==> src/core/ccis_pkg.sv <==
// package: register map, field positions and reset values of the change-event status block
package ccis_pkg;
    // ------------------------------------------------------------
    // register byte offsets (apb, one aligned word each)
    // ------------------------------------------------------------
    localparam logic [7:0] CCIS_OFF_ENABLE = 8'h00; // interrupt enable, read/write
    localparam logic [7:0] CCIS_OFF_EVENT = 8'h04; // change event status, clear on read
    localparam logic [7:0] CCIS_OFF_LEVEL = 8'h08; // live alarm levels, read only
    localparam logic [7:0] CCIS_OFF_CLEAR = 8'h0c; // write one to clear event bits
    // ------------------------------------------------------------
    // field positions, shared by all four registers
    // ------------------------------------------------------------
    localparam int CCIS_BIT_DRIVE_MON = 0; // drive_monitor_output
    localparam int CCIS_BIT_SIG_LOSS = 1; // loss_of_signal
    localparam int CCIS_BIT_LOCK_LOSS = 2; // loss_of_lock
    localparam int CCIS_BIT_FIFO_LIMIT = 3; // fifo_limit_alarm
    localparam int CCIS_NSRC = 4; // number of event sources
    // ------------------------------------------------------------
    // reset values
    // ------------------------------------------------------------
    localparam logic [3:0] CCIS_RST_ENABLE = 4'h0;
    localparam logic [3:0] CCIS_RST_EVENT = 4'h0;
    localparam logic [31:0] CCIS_RDATA_ZERO = 32'h0000_0000;
    // ------------------------------------------------------------
    // types
    // ------------------------------------------------------------
    typedef logic [CCIS_NSRC-1:0] ccis_vec_t; // one bit per source
endpackage

==> src/core/ccis_evt_if.sv <==
// interface: condition levels and change pulses between the detector and the register core
`timescale 1ns/1ps
interface ccis_evt_if;
    import ccis_pkg::*;
    ccis_vec_t level; // synchronised live levels
    ccis_vec_t change; // one-cycle change pulses
    modport det (output level, output change);
    modport core (input level, input change);
endinterface

==> src/core/ccis_edge.sv <==
// module: two-flop synchroniser and any-edge detector for the four condition inputs
`timescale 1ns/1ps
module ccis_edge
    import ccis_pkg::*;
(
    input wire logic clock,
    input wire logic rst,
    input wire ccis_vec_t cond_async,
    ccis_evt_if.det evt
);
    // ------------------------------------------------------------
    // state
    // ------------------------------------------------------------
    typedef struct packed {
        ccis_vec_t meta; // first flop, read only by sync
        ccis_vec_t sync; // second flop
        ccis_vec_t last; // previous synced level
    } ccis_edge_st_t;
    ccis_edge_st_t st_reg; // registered state
    ccis_edge_st_t st_next; // next state
    // ------------------------------------------------------------
    // next state
    // ------------------------------------------------------------
    always_comb begin
        st_next = st_reg;
        st_next.meta = cond_async;
        st_next.sync = st_reg.meta;
        st_next.last = st_reg.sync;
    end
    // registers; reset assumes all conditions idle low
    always_ff @(posedge clock or posedge rst) begin
        if (rst) begin
            st_reg <= '0;
        end else begin
            st_reg <= st_next;
        end
    end
    // any edge counts
    // both declare and clear count as a change
    assign evt.change = st_reg.sync ^ st_reg.last;
    assign evt.level = st_reg.sync;
endmodule

==> src/core/ccis_top.sv <==
// module: apb slave with change-event status, alarm levels, enables and interrupt
//
// How it works
// - bit 3 latches fifo_limit_alarm changes
// - bit 2 latches loss_of_lock changes
// - bit 1 latches loss_of_signal changes
// - bit 0 latches drive_monitor_output changes
// - read returns events, then clears; 31:4 zero
// - level register shows live conditions
// - declare and clear both are events
// - enable bit gates source onto interrupt
//
// The implementer's own choices: the APB interface to the registers and the register offsets.
`timescale 1ns/1ps
module ccis_top
    import ccis_pkg::*;
(
    input wire logic clock,
    input wire logic rst,
    input wire logic psel,
    input wire logic penable,
    input wire logic pwrite,
    input wire logic [7:0] paddr,
    input wire logic [31:0] pwdata,
    output logic [31:0] prdata,
    output logic pready,
    output logic pslverr,
    input wire logic fifo_limit_alarm,
    input wire logic loss_of_lock,
    input wire logic loss_of_signal,
    input wire logic drive_monitor_output,
    output logic irq
);
    // ------------------------------------------------------------
    // condition detector
    // ------------------------------------------------------------
    // levels and change pulses from the detector
    ccis_evt_if evt ();
    ccis_vec_t cond_raw; // raw pin levels
    // bit order matches every register field
    assign cond_raw = {fifo_limit_alarm, loss_of_lock, loss_of_signal, drive_monitor_output};
    // two sync flops plus the edge flop: an event lands three edges after the pin
    ccis_edge ccis_edge_i (
        .clock(clock),
        .rst(rst),
        .cond_async(cond_raw),
        .evt(evt)
    );
    // ------------------------------------------------------------
    // state
    // ------------------------------------------------------------
    // one packed struct keeps all state in one register
    typedef struct packed {
        ccis_vec_t event_bits; // sticky change events
        ccis_vec_t enable_bits; // interrupt enables
        logic [31:0] rdata; // registered read data
        logic irq; // registered interrupt
    } ccis_st_t;
    ccis_st_t st_reg; // registered state
    ccis_st_t st_next; // next state
    logic access; // apb access phase, always zero wait
    logic known; // address decodes
    ccis_vec_t clr_mask; // bits cleared this cycle
    // pready is tied high, so every access phase lasts one cycle
    assign access = psel & penable;
    // ------------------------------------------------------------
    // decode
    // ------------------------------------------------------------
    // address decode, used only for the error response
    always_comb begin
        unique case (paddr)
            // the four mapped words
            CCIS_OFF_ENABLE, CCIS_OFF_EVENT, CCIS_OFF_LEVEL, CCIS_OFF_CLEAR: begin
                known = 1'b1;
            end
            // anything else answers with pslverr and has no effect
            default: begin
                known = 1'b0;
            end
        endcase
    end
    // ------------------------------------------------------------
    // next state
    // ------------------------------------------------------------
    // events, enables, read data and interrupt, all from one copy
    always_comb begin
        st_next = st_reg;
        clr_mask = '0;
        if (access && !pwrite && paddr == CCIS_OFF_EVENT) begin
            clr_mask = '1;
        end
        // explicit clear register, write one to clear
        if (access && pwrite && paddr == CCIS_OFF_CLEAR) begin
            clr_mask = pwdata[CCIS_NSRC-1:0];
        end
        st_next.event_bits = (st_reg.event_bits & ~clr_mask) | evt.change;
        // enable register write
        if (access && pwrite && paddr == CCIS_OFF_ENABLE) begin
            st_next.enable_bits = pwdata[CCIS_NSRC-1:0];
        end
        // read data, captured at the setup edge; reserved bits zero
        st_next.rdata = CCIS_RDATA_ZERO;
        // captured in setup so it stands through the access phase
        if (psel && !penable && !pwrite) begin
            unique case (paddr)
                // enable register read back
                CCIS_OFF_ENABLE: begin
                    st_next.rdata[CCIS_NSRC-1:0] = st_reg.enable_bits;
                end
                CCIS_OFF_EVENT: begin
                    st_next.rdata[CCIS_NSRC-1:0] = st_reg.event_bits | evt.change;
                end
                CCIS_OFF_LEVEL: begin
                    st_next.rdata[CCIS_NSRC-1:0] = evt.level;
                end
                // clear register and unmapped words read zero
                default: begin
                    st_next.rdata = CCIS_RDATA_ZERO;
                end
            endcase
        end
        st_next.irq = |(st_next.event_bits & st_next.enable_bits);
    end
    // registers
    // reset: no events, every source masked, bus quiet
    always_ff @(posedge clock or posedge rst) begin
        if (rst) begin
            st_reg.event_bits <= CCIS_RST_EVENT;
            st_reg.enable_bits <= CCIS_RST_ENABLE;
            st_reg.rdata <= CCIS_RDATA_ZERO;
            st_reg.irq <= 1'b0;
        end else begin
            st_reg <= st_next;
        end
    end
    // ------------------------------------------------------------
    // outputs
    // ------------------------------------------------------------
    assign prdata = st_reg.rdata; // sampled during setup, stable in access
    // zero wait states; the price is read data fixed at the setup edge
    assign pready = 1'b1;
    assign pslverr = access & ~known; // unmapped address errors
    assign irq = st_reg.irq;
    // ------------------------------------------------------------
    // assertions
    // ------------------------------------------------------------
    // all properties run on the bus clock and stop during reset
    // fifo limit latched
    property p_fifo_limit_latch;
        @(posedge clock) disable iff (rst)
        evt.change[CCIS_BIT_FIFO_LIMIT] |=> st_reg.event_bits[CCIS_BIT_FIFO_LIMIT];
    endproperty
    a_fifo_limit_latch: assert property (p_fifo_limit_latch)
        else $error("fifo limit change not latched");
    property p_lock_loss_latch;
        @(posedge clock) disable iff (rst)
        evt.change[CCIS_BIT_LOCK_LOSS] |=> st_reg.event_bits[CCIS_BIT_LOCK_LOSS];
    endproperty
    a_lock_loss_latch: assert property (p_lock_loss_latch)
        else $error("lock loss change not latched");
    property p_sig_loss_latch;
        @(posedge clock) disable iff (rst)
        evt.change[CCIS_BIT_SIG_LOSS] |=> st_reg.event_bits[CCIS_BIT_SIG_LOSS];
    endproperty
    a_sig_loss_latch: assert property (p_sig_loss_latch)
        else $error("signal loss change not latched");
    property p_drive_mon_latch;
        @(posedge clock) disable iff (rst)
        evt.change[CCIS_BIT_DRIVE_MON] |=> st_reg.event_bits[CCIS_BIT_DRIVE_MON];
    endproperty
    a_drive_mon_latch: assert property (p_drive_mon_latch)
        else $error("drive monitor change not latched");
    // no event without change; a sticky bit only rises on a pulse
    property p_no_spurious;
        @(posedge clock) disable iff (rst)
        1'b1
            |=> (st_reg.event_bits & ~$past(st_reg.event_bits) & ~$past(evt.change)) == '0;
    endproperty
    a_no_spurious: assert property (p_no_spurious)
        else $error("event bit set without a change");
    property p_read_clear;
        @(posedge clock) disable iff (rst)
        (access && !pwrite && paddr == CCIS_OFF_EVENT && evt.change == '0)
            |=> st_reg.event_bits == '0;
    endproperty
    a_read_clear: assert property (p_read_clear)
        else $error("read did not clear");
    property p_rsv_zero;
        @(posedge clock) disable iff (rst)
        prdata[31:CCIS_NSRC] == '0;
    endproperty
    a_rsv_zero: assert property (p_rsv_zero)
        else $error("reserved read bits not zero");
    property p_level;
        @(posedge clock) disable iff (rst)
        (psel && !penable && !pwrite && paddr == CCIS_OFF_LEVEL)
            |=> prdata[CCIS_NSRC-1:0] == $past(evt.level) && prdata[31:CCIS_NSRC] == '0;
    endproperty
    a_level: assert property (p_level)
        else $error("level read wrong");
    // declare and clear both leave a sticky bit
    property p_edge_event;
        @(posedge clock) disable iff (rst)
        $changed(evt.level)
            |=> (st_reg.event_bits & ($past(evt.level) ^ $past(evt.level, 2)))
            == ($past(evt.level) ^ $past(evt.level, 2));
    endproperty
    a_edge_event: assert property (p_edge_event)
        else $error("level edge not latched");
    property p_enable_write;
        @(posedge clock) disable iff (rst)
        (access && pwrite && paddr == CCIS_OFF_ENABLE)
            |=> st_reg.enable_bits == $past(pwdata[CCIS_NSRC-1:0]);
    endproperty
    a_enable_write: assert property (p_enable_write)
        else $error("enable write not taken");
    property p_irq;
        @(posedge clock) disable iff (rst)
        irq == |(st_reg.event_bits & st_reg.enable_bits);
    endproperty
    a_irq: assert property (p_irq)
        else $error("interrupt not gated by enables");
    // change racing a clearing read survives
    property p_keep;
        @(posedge clock) disable iff (rst)
        (access && !pwrite && paddr == CCIS_OFF_EVENT && evt.change != '0)
            |=> (st_reg.event_bits & $past(evt.change)) == $past(evt.change);
    endproperty
    a_keep: assert property (p_keep)
        else $error("event lost at clearing read");
endmodule

==> config.mk <==
export PLATFORM = sky130hd
export DESIGN_NAME = ccis_top
export DESIGN_NICKNAME = d
export VERILOG_FILES = /design/src/core/ccis_pkg.sv /design/src/core/ccis_evt_if.sv /design/src/core/ccis_edge.sv /design/src/core/ccis_top.sv
export SDC_FILE = /design/constraint.sdc
export NUM_CORES = 1
export LEC_CHECK = 0
export BUFFER_PORTS_ARGS = -buffer_cell sky130_fd_sc_hd__buf_2
export CAP_MARGIN = 20
export CORE_MARGIN = 2
export CORE_UTILIZATION = 42
export DETAILED_ROUTE_END_ITERATION = 7
export PLACE_DENSITY = 0.9
export SYNTH_ARGS = -nofsm -noshare
export SYNTH_HDL_FRONTEND = slang
export SYNTH_SLANG_ARGS = --single-unit
==> constraint.sdc <==
create_clock -name clock -period 1.7 [get_ports clock]
set_input_delay 0 -clock clock [delete_from_list [all_inputs] [get_ports clock]]
set_output_delay 0 -clock clock [all_outputs]
set_load 0.01 [all_outputs]
==> Word-level counts from Yosys, hierarchy flattened <==
Cells that the tools add are included.
{ "word_totals": {"reg_bits": 53, "input_bits": 49, "word_cells": 37, "out_inout_bits": 35} }
{ "classes": {"eq_ne": 3, "n_reduce_logical": 12, "n_bitwise": 9, "n_mux": 6} }
{ "ops": {"columns": ["op", "count"], "rows": [
  ["== test 8 x 4 -> 1 bit (second input constant)", 2],
  ["2-to-1 mux 4 bit", 4],
  ["one-hot mux 4 bit (3 select lines)", 1],
  ["bitwise AND 4 bit", 2],
  ["== test 8 x 3 -> 1 bit (second input constant)", 1],
  ["zero test 8 bit", 1],
  ["OR 4 bit", 2],
  ["OR reduction 4 bit", 2],
  ["logical AND 1 bit", 7],
  ["inverter 4 bit", 1],
  ["XOR 4 bit", 1],
  ["bitwise AND 1 bit", 2],
  ["zero test 1 bit", 2],
  ["2-to-1 mux 1 bit", 1],
  ["inverter 1 bit", 1]
]} }

==> Depth between registers and ports, before layout <==
{ "depth": {"depth_word": 10, "mapped_depth": 6, "mapped_depth_nobuf": 5} }

==> Modules after synthesis <==
A second synthesis with hierarchy kept.
{ "unflattened": {"cells_unflattened": 131, "hier_area_um2": 1316.3} }
{ "modules_own_cells": {"columns": ["mod", "cells_per_inst", "n_inst", "seq_area_each_um2", "area_each_um2"], "rows": [
  ["ccis_top", 110, 1, 325.3, 947.2],
  ["ccis_edge", 21, 1, 300.3, 369.1]
]} }

==> Least setup slack after synthesis <==
No wires, ideal clock.
{ "synth_path": {"path_kind": "register -> register", "start": "register ccis_edge_i.st_reg, in the netlist ccis_edge_i.evt.level[2]", "end": "register, netlist name irq", "setup_slack_ns": 0.282, "arrival_ns": 1.290, "t_required_ns": 1.572, "setup_ns": 0.128, "path_buffers": 0, "stages_incl_launch_ff": 6, "synth_period_minus_slack_ns": 1.418, "cell_sequence": "dfrtp_1 -> xnor2_1 -> and2b_1 -> a31oi_4 -> a222oi_1 -> nand2_1"} }
{ "synth_rtl": {"columns": ["element", "line", "text"], "rows": [
  ["start, declared", "ccis_edge.sv:19", "ccis_edge_st_t st_reg;"],
  ["start signal, assigned", "ccis_edge.sv:35", "st_reg <= st_next;"]
]} }

==> results_dict.tcl <==
set metrics [dict create \
    outcome "finished, final reports clean" \
    synth.yosys.warnings 0 \
    dp_hpwl_um 1480 \
    post_drt_wl_per_cell_um 10.7 \
    drt-pass1-iter-count 4 \
    worst_hold_margin_ns 0.0436 \
    placementRows 20 \
    path_class "in2reg" \
    die-width_um 59.7 \
    cp_max_fo 4 \
    pwr_density_cell_mw_per_mm2 693 \
    synthCells 116 \
    worst_setup_path_start_kind "input pin" \
    final_net_count 201 \
    die-height_um 59.7 \
    clkSlewWorstSetupHoldPaths_ns 0.12 \
    floorplan.io_pins 84 \
    grt_first_pass_wirelength_um 3090 \
    cts_root_buffer "sky130_fd_sc_hd__clkbuf_4" \
    final_min_period_over_clock_period 0.896 \
    synth.cell_area_sq_mm 0.00130 \
    largest_delay_contributor_family_on_the_critical_path "buffers and inverters" \
    synth_top_cell_by_area "sky130_fd_sc_hd__dfrtp_1" \
    cts_tree "yes" \
    grt_pass1_vias 706 \
    core_region_area_sq_mm 0.00300 \
    critical-path-max-stage-delay_ns 0.52 \
    critical_path.slowest_cell "sky130_fd_sc_hd__dlygate4sd3_1" \
    route.final.wire_length_um 1960 \
    fmaxAchievable_mhz 656 \
    insertion_delay_ns 0.30 \
    max_h_tree_level 1 \
    drt_iter0_markers 14 \
    largest_register_ffs 8 \
    max-clock-path-buffers 2 \
    timing.setup.tns_ns 0 \
    vias_per_cell 4.43 \
    arrival_ns 1.72 \
    cp_num_buf_inv 2 \
    post-layout-total-power_mw 1.02 \
    yosys.area.top_type_share 0.480 \
    synth_cell_type_count 31 \
    antenna_violating_nets_post_route 0 \
    filler_cell_count 283 \
    min-delay-path-class "in2reg" \
    ir_worst_vdd_uv 399 \
    yosysSeqAreaShare 0.480 \
    setup_viol 0 \
    worstPathCellList "dlygate4sd3_1 > buf_2 > and2_4 > nand4_4 > mux2_4 > a222oi_1 > nand2_1" \
    yosys-top-cells-area "sky130_fd_sc_hd__dfrtp_1, sky130_fd_sc_hd__buf_4, sky130_fd_sc_hd__mux2_2" \
    rsz0062_at_grt "no" \
    floorplan.initialDensity 0.434 \
    synth.ff_latch_count 25 \
    synth.avg_cell_area_sq_um 11.2 \
    maxCapViolCount 0 \
    antenna_violations_before_repair 0 \
    grt_remaining_overflow 0 \
    area_growth_syn_to_layout_pct 12.9 \
    final_layout_size_suffix_gt1_frac 0.318 \
    post-cts-setup-buffer-count 0 \
    cts_buffer_count 3 \
    most-common-layout-cells "sky130_fd_sc_hd__conb_1, sky130_fd_sc_hd__buf_2, sky130_fd_sc_hd__dfrtp_1" \
    finalClockSkew_ns 0.00278 \
    final_hold_viol_count 0 \
    grt_use_total 0.118 \
    layout_commonest_cell "sky130_fd_sc_hd__conb_1" \
    maxSlewViolCount 0 \
    ant_cells 0 \
    data_required_time_of_the_worst_path_ns 1.89 \
    static-leakage-power_nw 0.738 \
    gpl.final_weighted_congestion 0.848 \
    critPathCaptureType "flop" \
    vias 815 \
    pin_count_of_the_biggest_net_entering_global_routing 26 \
    fp.dieArea_sq_mm 0.00356 \
    clkSinkCount 25 \
    detail_route.drc_violations 0 \
    layout_min_cycle_time_ns 1.52 \
    port_buffers 26 \
]
## metal layers
layer / global-route usage / part of all wire
met3: 0.0346 / 0.067
met1: 0.139 / 0.41
met4: 0.0381 / 0.0066
met2: 0.205 / 0.52
met5: 0 / 0
## where the power goes
group	total [mW]	internal (mW)	switching, mW
Clock	0.247	0.0878	0.159
Sequential	0.620	0.612	0.00857
Combinational	0.152	0.0635	0.0882
## worst paths after layout
check	start	end	slack, ns	cells past startpoint
max	psel	irq	0.18	7
min	penable	prdata[1]	0.04	4
max reg2reg	ccis_edge_i.evt.level[2]	irq	0.23	5
min reg2reg	ccis_edge_i.st_next[5]	ccis_edge_i.evt.level[1]	0.36	0
max in group asynchronous	rst	ccis_edge_i.st_reg[1]	1.21	4
min in group asynchronous	rst	ccis_edge_i.st_reg[0]	0.26	4
## cell families (layout without fill, tap and decap cells)
kind of cell / after synthesis / count (layout) / synth area share
AOI/OAI and AO/OA: 16 / 16 / 0.0903
DFF: 25 / 25 / 0.480
buffers and inverters: 37 / 45 / 0.202
muxes: 6 / 6 / 0.0576
other: 2 / 29 / 0.00577
xor gates and xnor gates: 4 / 4 / 0.0269
and+or+nand+nor: 26 / 26 / 0.137
## through the flow
stage / worst slack (ns) / std cells / util / instance area (sq um)
floorplan: 0.282 / 143 / - / 1400
global placement: 0.125 / 170 / 0.447 / 1340
detailed placement: 0.131 / 170 / 0.447 / 1340
CTS: 0.175 / 184 / 0.490 / 1470
global route: 0.0912 / 184 / 0.490 / 1470
finish: 0.176 / 184 / 0.490 / 1470
## worst reg2reg max path, stage by stage (launching register included)
cell and delay [ns]:
sky130_fd_sc_hd__dfrtp_1 0.42, sky130_fd_sc_hd__xnor2_1 0.20, sky130_fd_sc_hd__and2b_1 0.21, sky130_fd_sc_hd__a31oi_4 0.05, sky130_fd_sc_hd__a222oi_1 0.36, sky130_fd_sc_hd__nand2_1 0.11
## synthesized netlist by cell type (all sizes together)
cell and count:
nand3 5, clkbuf 2, buf 33, conb 2, nand2 4, xor2 2, nor2 5, nor4 1
nand4 1, a31oi 2, xnor2 2, nor3 2, and4 1, a222oi 1, and2 2, nor3b 1
a21oi 4, a211oi 1, nor2b 2, a2111oi 2, mux2 6, o21ai 4, a21boi 2, or2 1
and2b 1, dfrtp 25, inv 2
## repair_timing
item                       in CTS  in global routing
setup endpoints to repair       0                  0
hold buffers                   10                  0
resized for setup               0                  0
hold endpoints to repair       35                  0
## area by class of cell
class | instances | area (sq um) | area share
Sequential cell | 25 | 626 | 0.426
Multi-Input combinational cell | 81 | 515 | 0.351
Clock buffer | 3 | 22.5 | 0.0153
Tap cell | 33 | 41.3 | 0.0281
Clock inverter | 1 | 5.00 | 0.00340
Timing Repair Buffer | 39 | 253 | 0.172
Inverter | 2 | 7.51 | 0.00511
Note: power is estimated with default switching activity, not from simulation.
